--- src/cache_bus_pkg.sv ---
/*
 Shared constants for the writeback cache bus signalling pair.
 Assumes both ends run on one clock and one active-low reset.
*/
package cache_bus_pkg;
   // ************************************************************
   // Timing and sizing
   // ************************************************************
   localparam int unsigned CLOCK_MHZ     = 250;
   localparam int unsigned LINE_BEATS    = 4;
   localparam int unsigned DONE_GAP      = 4;
   // Strap flop at the far end plus two sync stages must fill first
   localparam logic [1:0]  MODE_CAPTURE  = 2'h3;
   localparam logic [4:0]  DEV_SYNC_RST  = 5'h0f;
   localparam logic [5:0]  HOST_SYNC_RST = 6'h3d;
endpackage

--- src/cache_bus_if.sv ---
/*
 Bus pins between the cache device end and the system controller end.
 Assumes the testbench instantiates it and binds both modports.
*/
`timescale 1ns/1ps
interface cache_bus_if;
   logic addr_strobe_n;
   logic cycle_write;
   logic linefill_intent_n;
   logic final_transfer_n;
   logic snoop_match_n;
   logic snoop_dirty_n;
   logic fill_permit_n;
   logic transfer_done_n;
   logic burst_transfer_done_n;
   logic snoop_strobe_n;
   logic copyback_select;

   modport device (
      output addr_strobe_n, cycle_write, linefill_intent_n,
             final_transfer_n, snoop_match_n, snoop_dirty_n,
      input  fill_permit_n, transfer_done_n, burst_transfer_done_n,
             snoop_strobe_n, copyback_select
   );
   modport host (
      input  addr_strobe_n, cycle_write, linefill_intent_n,
             final_transfer_n, snoop_match_n, snoop_dirty_n,
      output fill_permit_n, transfer_done_n, burst_transfer_done_n,
             snoop_strobe_n, copyback_select
   );
endinterface

--- src/cache_bus_device.sv ---
/*
 Processor end of the writeback cache bus: cycle issue, linefill intent,
 last-transfer marking, snoop hit reporting and writeback release.
 Assumes all bus inputs are asynchronous to clock and are synchronised.
*/
`timescale 1ns/1ps
module cache_bus_device #(
   parameter int unsigned BEATS = cache_bus_pkg::LINE_BEATS
) (
   input  wire logic   clock,
   input  wire logic   rstn,
   cache_bus_if.device bus,
   input  wire logic   reqValid,
   input  wire logic   reqWrite,
   input  wire logic   reqFill,
   output logic        reqReady,
   output logic        beatDone,
   output logic        cycleDone,
   output logic        wbDone,
   output logic        snoopProbe,
   input  wire logic   snoopLineValid,
   input  wire logic   snoopLineDirty,
   output logic        wbMode,
   output logic        modeReady
);
   // ************************************************************
   // Input synchronisers
   // ************************************************************
   logic [4:0] meta_q;
   logic [4:0] sync_q;
   logic [4:0] pins;

   assign pins = {bus.copyback_select, bus.snoop_strobe_n,
                  bus.burst_transfer_done_n, bus.transfer_done_n,
                  bus.fill_permit_n};

   always_ff @(posedge clock or negedge rstn) begin
      if (!rstn) begin
         meta_q <= cache_bus_pkg::DEV_SYNC_RST;
         sync_q <= cache_bus_pkg::DEV_SYNC_RST;
      end else begin
         meta_q <= pins;
         sync_q <= meta_q;
      end
   end

   logic permitHigh;
   logic doneSeen;
   logic snoopSeen;
   logic strapLevel;
   assign permitHigh = sync_q[0];
   assign doneSeen   = !sync_q[1] || !sync_q[2];
   assign snoopSeen  = !sync_q[3];
   assign strapLevel = sync_q[4];

   // ************************************************************
   // Cycle and snoop state
   // ************************************************************
   typedef enum logic [1:0] {
      ST_IDLE, ST_ADDR, ST_DATA, ST_RELEASE
   } state_t;

   localparam int unsigned CW = $clog2(BEATS + 1);
   localparam logic [CW-1:0] BEATS_C = CW'(BEATS);
   localparam logic [CW-1:0] ONE_C   = CW'(1);

   state_t        state_q,   state_d;
   logic [1:0]    capCnt_q,  capCnt_d;
   logic          modeOk_q,  modeOk_d;
   logic          mode_q,    mode_d;
   logic          write_q,   write_d;
   logic          intent_q,  intent_d;
   logic          isWb_q,    isWb_d;
   logic [CW-1:0] beats_q,   beats_d;
   logic          match_q,   match_d;
   logic          dirty_q,   dirty_d;
   logic          beat_q,    beat_d;
   logic          cdone_q,   cdone_d;
   logic          wbdone_q,  wbdone_d;
   logic          finalLow;

   // Last beat, no intent, or a refused fill ends the cycle
   always_comb begin
      finalLow = (beats_q == ONE_C) || !intent_q ||
                 (!isWb_q && permitHigh);
   end

   always_comb begin
      state_d  = state_q;
      capCnt_d = capCnt_q;
      modeOk_d = modeOk_q;
      mode_d   = mode_q;
      write_d  = write_q;
      intent_d = intent_q;
      isWb_d   = isWb_q;
      beats_d  = beats_q;
      match_d  = match_q;
      dirty_d  = dirty_q;
      beat_d   = 1'b0;
      cdone_d  = 1'b0;
      wbdone_d = 1'b0;
      reqReady = 1'b0;

      // Strap is read only after the synchroniser has filled
      if (!modeOk_q) begin
         if (capCnt_q == cache_bus_pkg::MODE_CAPTURE) begin
            mode_d   = strapLevel;
            modeOk_d = 1'b1;
         end else begin
            capCnt_d = capCnt_q + 2'h1;
         end
      end

      case (state_q)
         ST_IDLE: begin
            if (modeOk_q && dirty_q) begin
               write_d  = 1'b1;
               intent_d = 1'b1;
               isWb_d   = 1'b1;
               beats_d  = BEATS_C;
               state_d  = ST_ADDR;
            end else if (modeOk_q) begin
               reqReady = 1'b1;
               if (reqValid) begin
                  write_d  = reqWrite;
                  intent_d = reqFill && !reqWrite;
                  isWb_d   = 1'b0;
                  beats_d  = BEATS_C;
                  state_d  = ST_ADDR;
               end
            end
         end
         ST_ADDR: begin
            state_d = ST_DATA;
         end
         ST_DATA: begin
            if (doneSeen) begin
               beat_d = 1'b1;
               if (finalLow) begin
                  cdone_d = 1'b1;
                  state_d = isWb_q ? ST_RELEASE : ST_IDLE;
               end else begin
                  beats_d = beats_q - ONE_C;
               end
            end
         end
         ST_RELEASE: begin
            // One clock after the last done, never past a new strobe
            dirty_d  = 1'b0;
            match_d  = 1'b0;
            wbdone_d = 1'b1;
            isWb_d   = 1'b0;
            state_d  = ST_IDLE;
         end
         default: state_d = ST_IDLE;
      endcase

      // Snoops only count in writeback mode; a new hit beats the release
      if (mode_q && snoopSeen && (!dirty_q || state_q == ST_RELEASE)) begin
         match_d = snoopLineValid;
         dirty_d = snoopLineValid && snoopLineDirty;
      end
   end

   always_ff @(posedge clock or negedge rstn) begin
      if (!rstn) begin
         state_q  <= ST_IDLE;
         capCnt_q <= 2'h0;
         modeOk_q <= 1'b0;
         mode_q   <= 1'b0;
         write_q  <= 1'b0;
         intent_q <= 1'b0;
         isWb_q   <= 1'b0;
         beats_q  <= '0;
         match_q  <= 1'b0;
         dirty_q  <= 1'b0;
         beat_q   <= 1'b0;
         cdone_q  <= 1'b0;
         wbdone_q <= 1'b0;
      end else begin
         state_q  <= state_d;
         capCnt_q <= capCnt_d;
         modeOk_q <= modeOk_d;
         mode_q   <= mode_d;
         write_q  <= write_d;
         intent_q <= intent_d;
         isWb_q   <= isWb_d;
         beats_q  <= beats_d;
         match_q  <= match_d;
         dirty_q  <= dirty_d;
         beat_q   <= beat_d;
         cdone_q  <= cdone_d;
         wbdone_q <= wbdone_d;
      end
   end

   // ************************************************************
   // Pin drive
   // ************************************************************
   logic inCycle;
   assign inCycle = (state_q == ST_ADDR) || (state_q == ST_DATA);

   // Every pin is driven from reset onward, in either cache mode
   assign bus.addr_strobe_n     = !(state_q == ST_ADDR);
   assign bus.cycle_write       = inCycle && write_q;
   assign bus.linefill_intent_n = !(inCycle && intent_q);
   assign bus.final_transfer_n  = !((state_q == ST_DATA) && finalLow);
   assign bus.snoop_match_n     = !match_q;
   assign bus.snoop_dirty_n     = !dirty_q;

   assign beatDone   = beat_q;
   assign cycleDone  = cdone_q;
   assign wbDone     = wbdone_q;
   assign snoopProbe = mode_q && snoopSeen;
   assign wbMode     = mode_q;
   assign modeReady  = modeOk_q;
endmodule

--- src/flat_wrapper.sv ---
// flat-port wrapper written by rule: the top's interface ports become plain ports
module cache_bus_device_flat 
#(
   parameter int unsigned BEATS = cache_bus_pkg::LINE_BEATS
)
  (clock, rstn, reqValid, reqWrite, reqFill, reqReady, beatDone, cycleDone, wbDone, snoopProbe, snoopLineValid, snoopLineDirty, wbMode, modeReady, bus_addr_strobe_n, bus_cycle_write, bus_linefill_intent_n, bus_final_transfer_n, bus_snoop_match_n, bus_snoop_dirty_n, bus_fill_permit_n, bus_transfer_done_n, bus_burst_transfer_done_n, bus_snoop_strobe_n, bus_copyback_select);
  cache_bus_if bus_i ();
  input  wire logic clock;
  input  wire logic rstn;
  input  wire logic reqValid;
  input  wire logic reqWrite;
  input  wire logic reqFill;
  output logic reqReady;
  output logic beatDone;
  output logic cycleDone;
  output logic wbDone;
  output logic snoopProbe;
  input  wire logic snoopLineValid;
  input  wire logic snoopLineDirty;
  output logic wbMode;
  output logic modeReady;
  output wire logic [$bits(bus_i.addr_strobe_n)-1:0] bus_addr_strobe_n;
  output wire logic [$bits(bus_i.cycle_write)-1:0] bus_cycle_write;
  output wire logic [$bits(bus_i.linefill_intent_n)-1:0] bus_linefill_intent_n;
  output wire logic [$bits(bus_i.final_transfer_n)-1:0] bus_final_transfer_n;
  output wire logic [$bits(bus_i.snoop_match_n)-1:0] bus_snoop_match_n;
  output wire logic [$bits(bus_i.snoop_dirty_n)-1:0] bus_snoop_dirty_n;
  input wire logic [$bits(bus_i.fill_permit_n)-1:0] bus_fill_permit_n;
  input wire logic [$bits(bus_i.transfer_done_n)-1:0] bus_transfer_done_n;
  input wire logic [$bits(bus_i.burst_transfer_done_n)-1:0] bus_burst_transfer_done_n;
  input wire logic [$bits(bus_i.snoop_strobe_n)-1:0] bus_snoop_strobe_n;
  input wire logic [$bits(bus_i.copyback_select)-1:0] bus_copyback_select;
  assign bus_addr_strobe_n = bus_i.addr_strobe_n;
  assign bus_cycle_write = bus_i.cycle_write;
  assign bus_linefill_intent_n = bus_i.linefill_intent_n;
  assign bus_final_transfer_n = bus_i.final_transfer_n;
  assign bus_snoop_match_n = bus_i.snoop_match_n;
  assign bus_snoop_dirty_n = bus_i.snoop_dirty_n;
  assign bus_i.fill_permit_n = bus_fill_permit_n;
  assign bus_i.transfer_done_n = bus_transfer_done_n;
  assign bus_i.burst_transfer_done_n = bus_burst_transfer_done_n;
  assign bus_i.snoop_strobe_n = bus_snoop_strobe_n;
  assign bus_i.copyback_select = bus_copyback_select;
  cache_bus_device #(.BEATS(BEATS)) u_core (.clock(clock), .rstn(rstn), .bus(bus_i), .reqValid(reqValid), .reqWrite(reqWrite), .reqFill(reqFill), .reqReady(reqReady), .beatDone(beatDone), .cycleDone(cycleDone), .wbDone(wbDone), .snoopProbe(snoopProbe), .snoopLineValid(snoopLineValid), .snoopLineDirty(snoopLineDirty), .wbMode(wbMode), .modeReady(modeReady));
endmodule
--- config.mk ---
export PLATFORM = sky130hd
export DESIGN_NAME = cache_bus_device_flat
export DESIGN_NICKNAME = d
export VERILOG_FILES = /design/src/cache_bus_pkg.sv /design/src/cache_bus_if.sv /design/src/cache_bus_device.sv /design/src/flat_wrapper.sv
export SDC_FILE = /design/constraint.sdc
export NUM_CORES = 1
export LEC_CHECK = 0
export ABC_AREA = 1
export ABC_CLOCK_PERIOD_IN_PS = 1200
export BUFFER_PORTS_ARGS = -buffer_cell sky130_fd_sc_hd__buf_2
export CAP_MARGIN = 20
export CELL_PAD_IN_SITES_DETAIL_PLACEMENT = 0
export CELL_PAD_IN_SITES_GLOBAL_PLACEMENT = 1
export CORE_ASPECT_RATIO = 2
export CORE_MARGIN = 2
export CORE_UTILIZATION = 30
export CTS_CLUSTER_DIAMETER = 120
export DETAILED_ROUTE_END_ITERATION = 16
export PLACE_DENSITY_LB_ADDON = 0.08
export SYNTH_ARGS = -nofsm -noshare
export SYNTH_HDL_FRONTEND = slang
export SYNTH_SLANG_ARGS = --single-unit
--- constraint.sdc ---
create_clock -name clock -period 1.2 [get_ports clock]
set_input_delay 0.06 -clock clock [delete_from_list [all_inputs] [get_ports clock]]
set_output_delay 0.06 -clock clock [all_outputs]
set_load 0.03 [all_outputs]
### Yosys cells after proc, flatten, opt, wreduce, memory -nomap -nowiden

Cells that the tools add are included.

* register bits: 27
* word-level logic and storage cells: 103
* input bits: 12
* output and inout port bits: 13

* reduce and logical (&&, ||, !) cells: 37
* add/subtract/negate cells: 2
* equality and inequality tests: 10
* multiplexer cells: 37
* bitwise logic cells: 2

Operator list (count)
* $mux W1: 23
* $mux W3: 5
* $mux W2: 6
* $logic_not A1 Y1: 11
* $reduce_bool A2 Y1: 5
* $logic_and A1 B1 Y1: 9
* $pmux W2 S4: 1
* $eq A2 B2 Y1 const B: 3
* $pmux W3 S2: 1
* $reduce_and A3 Y1: 2
* $logic_or A1 B1 Y1: 5
* $reduce_and A5 Y1: 1
* $ne A2 B1 Y1 const B: 2
* $reduce_and A2 Y1: 2
* $reduce_and A4 Y1: 1
* $eq A3 B1 Y1 const B: 1
* $ne A3 B1 Y1 const B: 1
* $ne A3 B2 Y1 const B: 1
* $sub A3 B1 Y3 const B: 1
* $add A2 B1 Y2 const B: 1
* $eq A2 B1 Y1 const B: 1
* $logic_not A2 Y1: 1
* $ne A2 B2 Y1 const B: 1
* $not A1 Y1: 2
* $pmux W1 S2: 1

### Depth between registers and ports, before layout

Gate-level depths: netlist (run 1).

* depth after elaboration: 6
* depth in mapped cells: 9
* depth with buffers taken out: 9

### Worst setup path after synthesis (run 1)

OpenSTA, ideal clock, no wires.

* path type: register to output
* start: register u_core.state_q[1]
* end: output reqReady
* required time: 1140 ps
* stages on the path, launching flop included: 5
* path slack: -300 ps
* arrival time: 1440 ps
* path buffers: 0
* cells stage by stage: dfrtp_1 -> inv_1 -> ha_1 -> inv_1 -> nor3_1

* cells in the longest elaborated chain, start to end: 2

Ends and longest elaborated chain
* start: declaration: RTL line cache_bus_device.sv:67 `state_t state_q, state_d;`
* start signal: assignment: RTL line cache_bus_device.sv:181 `state_q <= state_d;`
* $logic_not A2 Y1: RTL line cache_bus_device.sv:114 `case (state_q)`
* $mux W1: RTL line cache_bus_device.sv:114
* end: declaration: RTL line flat_wrapper.sv:13 `output logic reqReady;`

Every way passes these cells.

### Final worst setup path (run 1)

Ends and elaborated chain as after synthesis.

==> impl_results.md, run 1 <==
- Outcome: finished with violations
- Failing checks: negative setup slack
- Total Wirelength: 2.739 mm
- CTS Buf Count: 3
- Crit Path Category: reg2out
- Drt first pass iters: 4
- Drt initial violations: 3
- Largest family of logic cells by synthesized area: simple AND/OR/NAND/NOR gates
- GP Congestion: 0.7878
- Number of global-route vias before repair: 1053
- # fillers: 388
- Setup Viol. Count Final: 13
- Max Transition Viols Final: 0
- CTS tree: yes
- Met1 wire length: 893 µm
- Flop2flop setup slack: -0.20 ns
- Worst Reg2Reg Path Length in Cells: 8
- Max cap viols: 0
- Slew at the pin closest to its max-slew limit: 0.6018 ns
- RSZ-0062 raised after global routing: yes
- Layout cell share with drive strength beyond 1: 45.45%
- Worst vdd ir: 1249 µV
- Area growth from synthesis to layout: 50.85%
- Critical Path Start Type: flip-flop
- Final ANT Viol Nets: 0
- Synth Area in XOR/XNOR: 1.493%
- CORE AREA: 3804 µm²
- Final Net Count: 196
- Ant. Diodes: 0
- Endpoint type of the worst setup path: output pin
- Flops & latches, synth: 27
- Mux contribution to synthesized area: 0%
- Tmin final: 1.430 ns
- PortBufs: 24
- Highest metal used: met4
- Slew headroom: 59.88%
- Die width: 48.23 µm
- Leakage: 0.8739 nW
- Synth Area in Compound Gates: 5.544%
- Vias: 988
- Avg Synthesized Cell Area: 9.389 µm²
- GRT overflow: 0
- Hold Crit Depth: 3
- FF-to-FF End: u_core.beats_q[2]$_DFFE_PN0P_
- Worst skew pair latency: 0.27 ns
- Worst hold path type: in2reg
- Worst Path Arrival: 1.37 ns
- Die area: 4459 µm²
- WL met2: 1.691 mm
- Reg2reg start: u_core.state_q[1]$_DFFE_PN0P_
- DR WL/cell: 12.07 µm
- Synth Area in Simple Gates: 20.68%
- Clock transition at path regs: 0.09 ns
- Crit share post-route: 119.2%
- FP Rows: 32
- Num ports: 25
- GRT Resource Usage Total: 14.04%
- Largest net degree at the start of global routing: 28
- Setup Skew: 0.005928 ns
- Synth warn: 0
- Remaining DRCs: 0
- Multi-input logic area: 526.8 µm²
- Initial antenna violation count: 0
- Sequential cell area: 685.7 µm²
- Sequential share of the synthesized area: 58.42%
- Post-Synth Adder-Cell Area: 7.463%
- Number of H-tree levels: 1
- Initial core utilization: 30.86%
- Synth Cell Area: 1174 µm²
- Count of cell types in the netlist: 17
- Power Density: 2447 nW/µm²
- Hold Crit Endpoint: u_core.match_q$_DFFE_PN0P_
- CTS sink cnt: 27
- Power Total: 4.332 mW
- Hold path startpoint: snoopLineValid
- Fin util: 46.55%
- Met3 WL: 81 µm
- CP required: 1.14 ns
- Max FO, Critical Path: 5
- Hpwl dp: 2.077 mm
- Place WS: -0.1127 ns
- Global-route wire length before repair: 4.429 mm
- Clock tree root driver cell: clkbuf_8
- Fin worst setup slack: -0.2300 ns
- Max clock buf depth: 2
- Max Freq: 0.6993 GHz
- Vias per cell: 4.352
- Die H: 92.46 µm
- Syn_nets: 144
- Syn Inst Count: 125
- Final hold violation count: 0
[area by class of cell]
class | count | area share [%]
multi-input combinational | 78 | 29.75
tap | 51 | 3.604
timing repair buffer | 47 | 20.92
clock buffer | 3 | 2.332
clock inverter | 1 | 0.4240
sequential | 27 | 38.73
inverter | 20 | 4.240
[worst max path at each step]
stage	start	end	slack [ns]
6_report	u_core.state_q[1]$_DFFE_PN0P_	reqReady	-0.23
5_1_grt	u_core.state_q[1]$_DFFE_PN0P_	reqReady	-0.27
4_1_cts	u_core.state_q[1]$_DFFE_PN0P_	reqReady	-0.21
3_5_place_dp	u_core.state_q[1]$_DFFE_PN0P_	u_core.beats_q[2]$_DFFE_PN0P_	-0.11
3_3_place_gp	u_core.state_q[1]$_DFFE_PN0P_	u_core.beats_q[2]$_DFFE_PN0P_	-0.09
2_1_floorplan	u_core.state_q[0]$_DFFE_PN0P_	u_core.beats_q[0]$_DFFE_PN0P_	-0.07
[power by group]
group	internal [mW]	leakage, nW	switching [mW]
logic	1.15	0.541	1.37
clock network	0.236	0.0217	0.285
registers	1.14	0.311	0.156
[sequential cells by signal (all words and copies together) (netlist names)]
signal,flops
u_core.write_q,1
u_core.capCnt_q,2
u_core.cycleDone,1
u_core.dirty_q,1
u_core.modeReady,1
u_core.beats_q,3
u_core.meta_q,5
u_core.isWb_q,1
u_core.state_q,2
u_core.intent_q,1
u_core.sync_q,5
u_core.beatDone,1
u_core.wbMode,1
u_core.match_q,1
u_core.wbDone,1
[cells by family after synthesis]
logic type / Yosys count
flip-flops: 27
XOR/XNOR: 2
AND/OR/NAND/NOR: 59
adder cells (fa/ha/maj): 7
buffers and inverters: 20
AO/OA/AOI/OAI: 10
[placed cells by master, fill, tap and decap left out]
| cell type | count |
|---|---|
| nand2_1 | 32 |
| buf_2 | 19 |
| dfrtp_1 | 19 |
| inv_1 | 12 |
| buf_4 | 11 |
| buf_6 | 10 |
| inv_2 | 8 |
| dfstp_2 | 8 |
| nor2_1 | 6 |
| nand3_1 | 6 |
| dlygate4sd3_1 | 6 |
| nand2_2 | 5 |
| o21ai_0 | 5 |
| ha_4 | 4 |
| nand4_1 | 3 |
| clkbuf_8 | 3 |
| nor2_4 | 2 |
| nand2_4 | 2 |
| nand3_2 | 2 |
| o21ai_1 | 2 |
| ha_1 | 2 |
| nor3_4 | 1 |
| o21ai_4 | 1 |
| a21oi_2 | 1 |
| xnor2_1 | 1 |
| a21oi_1 | 1 |
| xor2_1 | 1 |
| ha_2 | 1 |
| clkinvlp_4 | 1 |
| buf_12 | 1 |
[stage by stage]
| stage | hold WS [ns] | instances | TNS (ns) | cell area (µm²) |
|---|---|---|---|---|
| after floorplan | -0.2356 | 125 | -0.2212 | 1219 |
| after global placement | 0.09234 | 209 | -0.4235 | 1470 |
| after detailed placement | 0.1120 | 209 | -0.4558 | 1470 |
| after CTS | 0.02192 | 227 | -1.694 | 1748 |
| after global routing | 0.03172 | 227 | -2.486 | 1770 |
| final | 0.02500 | 227 | -1.699 | 1770 |
[layer usage]
| layer | global-route usage [%] | vias to the layer above |
|---|---|---|
| li1 | - | 489 |
| met1 | 13.48 | 471 |
| met2 | 25.88 | 21 |
| met3 | 1.949 | 7 |
| met4 | 6.757 | 0 |
| met5 | 0 | - |
[cells in the mapped netlist]
cell type	number	area, µm²
a21oi_1	1	5.000
inv_1	19	71.32
o21ai_0	7	35.03
o21ai_4	1	16.27
ha_1	7	87.58
a21oi_2	1	8.760
xor2_1	1	8.760
nand2_2	1	6.260
inv_2	1	3.750
nand3_1	8	40.04
nand4_1	3	18.77
nor2_1	8	30.03
xnor2_1	1	8.760
dfstp_2	8	210.2
nor3_1	1	5.000
dfrtp_1	19	475.5
nand2_1	38	142.6
[worst max-delay path: stages (launching register included)]
cell and delay, ns:
dfrtp_1 0.42, inv_2 0.10, ha_4 0.14, inv_2 0.04, buf_6 0.12, nor3_4 0.13
buf_6 0.15
[what timing repair did]
item / 4_1_cts / 5_1_grt
resized for setup: 30 / 7
buffers inserted: 9 / 1
hold endpoints to repair: 24 / 0
setup endpoints to repair: 15 / 15
hold buffers: 6 / 0
pin swaps: 9 / 6
No activity file was read; power rests on OpenSTA's default activity.
==> run 2, diff against run 1 <==
--- a/config.mk
+++ b/config.mk
@@ -21,2 +21,3 @@
 export SYNTH_HDL_FRONTEND = slang
 export SYNTH_SLANG_ARGS = --single-unit
+export TNS_END_PERCENT = 100
==> constraint.sdc (replaced) <==
create_clock -name clock -period 1.2 [get_ports clock]
set_input_delay 0.06 -clock clock [delete_from_list [all_inputs] [get_ports clock]]
set_output_delay 0.06 -clock clock [all_outputs]
set_load 0.005 [all_outputs]
==> impl_results.md, run 2 (synthesis results as in run 1) <==
- Outcome: finished with violations
- Failing checks: negative setup slack
- Most common cell after layout, fill and taps aside: nand2_1
- Die H: 92.46 µm
- GR Util met2: 24.56%
- Number of H-tree levels: 1
- Setup Skew: 0.001521 ns
- Global-route wire length before repair: 4.374 mm
- Flop2flop setup slack: -0.14 ns
- Top Registers: u_core.meta_q (5), u_core.sync_q (5), u_core.beats_q (3)
- Tightest hold margin: 0.01579 ns
- FP Rows: 32
- Worst skew pair latency: 0.27 ns
- Clock transition at path regs: 0.09 ns
- Worst vdd ir: 1006 µV
- Initial antenna violation count: 0
- Crit share post-route: 114.4%
- Max Freq: 0.7283 GHz
- Max FO, Critical Path: 3
- CP cell instances: inv_2, ha_4, inv_2, buf_6, nor3_2, buf_2
- PortBufs: 24
- Final Net Count: 193
- Vias per cell: 4.344
- Remaining DRCs: 0
- RSZ-0062 raised after global routing: yes
- Tmin final: 1.373 ns
- GRT Resource Usage Total: 13.91%
- Worst Path Arrival: 1.31 ns
- Slew headroom: 58.80%
- Fin worst setup slack: -0.1730 ns
- CORE AREA: 3804 µm²
- Ant. Diodes: 0
- Number of global-route vias before repair: 1015
- GRT busiest layer: met2
- Setup Viol. Count Final: 11
- Sequential cell area: 685.7 µm²
- Leakage: 0.8576 nW
- GRT overflow: 0
- Largest net degree at the start of global routing: 28
- Endpoint type of the worst setup path: output pin
- Power Density: 2279 nW/µm²
- Final hold violation count: 0
- Die area: 4459 µm²
- Critical Path Start Type: flip-flop
- CTS sink cnt: 27
- CTS tree: yes
- CTS Buf Count: 3
- Met1 GRT Util: 14.18%
- Met3 usage in global routing: 1.949%
- Area growth from synthesis to layout: 48.61%
- Die width: 48.23 µm
- Crit Path Category: reg2out
- DR WL/cell: 11.94 µm
- Fin util: 45.86%
- Hpwl dp: 2.020 mm
- CP max stage delay: 0.43 ns
- Drt first pass iters: 2
- Slew at the pin closest to its max-slew limit: 0.6179 ns
- Vias: 973
- Num ports: 25
- GP Congestion: 0.7788
- Slowest-stage cell, CP: dfrtp_1
- Layout cell share with drive strength beyond 1: 48.55%
- # fillers: 408
- Max clock buf depth: 2
- Max cap viols: 0
- Most frequent cells in the layout: 28 x nand2_1, 21 x buf_2, 19 x dfrtp_1
- Cell mode on critical path: inv_2
- Drt initial violations: 5
- Total Neg Setup Slack: -0.9424 ns
- Worst hold path type: in2reg
- Max Transition Viols Final: 0
- Multi-input logic area: 548.0 µm²
- Total Wirelength: 2.674 mm
- Final ANT Viol Nets: 0
- Initial core utilization: 30.86%
- Clock tree root driver cell: clkbuf_8
- CP required: 1.14 ns
[run 2: cell types whose count changed in the layout (fill, tap and decap cells not counted), sizes merged]
cell | previous run | this run
buf | 41 | 38
clkinvlp | 1 | 0
inv | 20 | 21
[run 2: final timing paths]
| path | to | cells past startpoint | startpoint |
|---|---|---|---|
| worst max-delay path | reqReady | 6 | u_core.state_q[1]$_DFFE_PN0P_ |
| worst min-delay path | u_core.write_q$_DFFE_PN0P_ | 3 | reqWrite |
| worst max register to register | u_core.beats_q[2]$_DFFE_PN0P_ | 8 | u_core.state_q[1]$_DFFE_PN0P_ |
| worst min register to register | u_core.sync_q[0]$_DFF_PN1_ | 0 | u_core.meta_q[0]$_DFF_PN1_ |
| max in group asynchronous | u_core.write_q$_DFFE_PN0P_ | 2 | rstn |
| min in group asynchronous | u_core.beatDone$_DFF_PN0_ | 2 | rstn |
[run 2: final cells by class]
type                       count  area share (%)
timing repair buffer          44           18.29
multi-input combinational     78           31.42
clock buffer                   3           2.367
sequential                    27           39.31
inverter                      20           4.448
clock inverter                 1          0.5022
tap                           51           3.659
[run 2: stage by stage]
stage                     cells  setup slack (ns)  power [mW]  area, µm²
after floorplan             125          -0.06651       2.192       1204
after global placement      209           -0.1387       2.812       1455
after detailed placement    209           -0.1615       2.827       1455
after CTS                   223           -0.1764       3.742       1652
after global routing        224           -0.2473       4.314       1744
final                       224           -0.1730       3.976       1744
[run 2: worst max-delay path, delay by kind of cell (launching register included)]
kind | cells | cell delay (ns)
flops | 1 | 0.43
simple gates | 1 | 0.09
fa+ha+maj | 1 | 0.14
buf+inv | 4 | 0.38
[run 2: routing by layer]
layer  wire length [µm]  vias to the layer above
met4                 43                        0
li1                   -                      484
met1                957                      468
met2               1617                       17
met3                 55                        4
met5                  0                        -
[run 2: power breakdown]
| group | switching, mW | internal [mW] | leakage [nW] |
|---|---|---|---|
| clock network | 0.299 | 0.244 | 0.0261 |
| logic | 1.08 | 1.06 | 0.520 |
| registers | 0.163 | 1.14 | 0.311 |
| total | 1.54 | 2.44 | 0.858 |
[run 2: what timing repair did]
action / CTS / global route
endpoints found under the hold margin: 24 / 0
gates cloned: 0 / 0
setup endpoints to repair: 13 / 17
pin swaps: 10 / 11
gates resized for setup: 20 / 23
hold buffers: 6 / 0
buffers inserted: 4 / 1
==> run 3, diff against run 2 <==
Settings changed: CORE_ASPECT_RATIO 2 to 0.8.
==> impl_results.md, run 3 (synthesis results as in run 1) <==
- Outcome: finished with violations
- Failing checks: negative setup slack
- Crit Path Category: reg2out
- Max Transition Viols Final: 0
- Initial antenna violation count: 0
- Final hold violation count: 0
- CORE AREA: 3779 µm²
- FP Rows: 20
- Worst Path Arrival: 1.31 ns
- Number of global-route vias before repair: 917
- Critical Path Start Type: flip-flop
- CTS sink cnt: 27
- Leakage: 0.9138 nW
- Initial core utilization: 31.06%
- # fillers: 370
- Setup Skew: 0.004915 ns
- Slew headroom: 60.54%
- Hpwl dp: 1.811 mm
- Worst skew pair latency: 0.27 ns
- Clock tree root driver cell: clkbuf_8
- Worst hold path type: in2reg
- Number of H-tree levels: 1
- Crit share post-route: 114.1%
- Clock transition at path regs: 0.09 ns
- Global-route wire length before repair: 4.236 mm
- Max Freq: 0.7303 GHz
- Setup Viol. Count Final: 10
- Max cap viols: 0
- Endpoint type of the worst setup path: output pin
- Final ANT Viol Nets: 0
- Die width: 73.93 µm
- Total Wirelength: 2.630 mm
- Vias: 1016
- CTS Buf Count: 3
- Vias per cell: 4.269
- GRT Resource Usage Total: 13.08%
- Die H: 59.95 µm
- Ant. Diodes: 0
- Die area: 4432 µm²
- Multi-input logic area: 565.5 µm²
- Max FO, Critical Path: 5
- Final Net Count: 203
- Power Density: 2283 nW/µm²
- Fin worst setup slack: -0.1694 ns
- Remaining DRCs: 0
- Worst vdd ir: 789.4 µV
- Layout cell share with drive strength beyond 1: 51.37%
- Top Registers: u_core.meta_q (5), u_core.sync_q (5), u_core.beats_q (3)
- Area growth from synthesis to layout: 56.72%
- Largest net degree at the start of global routing: 28
- RSZ-0062 raised after global routing: yes
- Max clock buf depth: 2
- GP Congestion: 0.7528
- Sequential cell area: 685.7 µm²
- Tmin final: 1.369 ns
- DR WL/cell: 11.05 µm
- PortBufs: 24
- Most common cell after layout, fill and taps aside: nand2_1
- Num ports: 25
- CP required: 1.14 ns
- Total Neg Setup Slack: -1.205 ns
- Drt first pass iters: 4
- Slew at the pin closest to its max-slew limit: 0.5920 ns
- Most frequent cells in the layout: 27 x nand2_1, 22 x buf_2, 19 x dfrtp_1
- Place WS: -0.1035 ns
- GRT overflow: 0
- CTS tree: yes
- Drt initial violations: 57
==> run 3: report_power, final <==
part	internal (mW)	switching (mW)
Sequential	1.14	0.141
Combinational	1.25	1.17
Clock	0.232	0.276
Total	2.62	1.58
==> run 3: repair_timing <==
action	in CTS	in global routing
cloned	0	0
pin swaps	7	8
buffers inserted	8	6
endpoints found under the setup margin	16	18
hold endpoints to repair	24	0
hold buffers	6	0
resized for setup	22	25
==> run 3: final cells by class <==
class,count,area share [%]
sequential,27,37.28
multi-input combinational,78,30.75
timing repair buffer,54,21.50
inverter,20,4.218
tap,55,3.742
clock buffer,3,2.245
clock inverter,1,0.2721
==> run 3: worst paths after layout <==
path / from / end / slack [ns] / cells after the start
hold / removal: snoopLineDirty / u_core.dirty_q$_DFFE_PN0P_ / 0.02 / 3
hold reg to reg: u_core.meta_q[3]$_DFF_PN1_ / u_core.sync_q[3]$_DFF_PN1_ / 0.36 / 0
setup reg to reg: u_core.state_q[0]$_DFFE_PN0P_ / u_core.beats_q[0]$_DFFE_PN0P_ / -0.15 / 10
max in group asynchronous: rstn / u_core.write_q$_DFFE_PN0P_ / 0.49 / 2
setup / recovery: u_core.state_q[0]$_DFFE_PN0P_ / bus_final_transfer_n / -0.17 / 6
min in group asynchronous: rstn / u_core.state_q[0]$_DFFE_PN0P_ / 0.32 / 2
==> run 3: worst max-delay path, cell delays in order (launching register included) <==
cell and delay [ns]:
dfrtp_1 0.40, inv_2 0.08, buf_6 0.10, ha_4 0.16, buf_4 0.11, nand2_2 0.06, buf_2 0.13
==> run 3: metal layers <==
layer  GRT usage (%)  routed length [µm]
met1           18.46                1273
met2           18.88                1220
met3           4.890                 113
met4           3.377                  23
met5               0                   0
==> run 3: through the flow <==
stage               instances  total power, mW  hold slack, ns  cell area [µm²]  util, %
floorplan                 125            2.192         -0.2356             1204        -
global placement          218            2.887          0.1023             1498    39.64
detailed placement        218            2.873          0.1054             1498    39.64
CTS                       235            3.862         0.03037             1735    45.93
global route              238            4.567         0.02729             1839    48.68
finish                    238            4.200         0.02327             1839    48.68
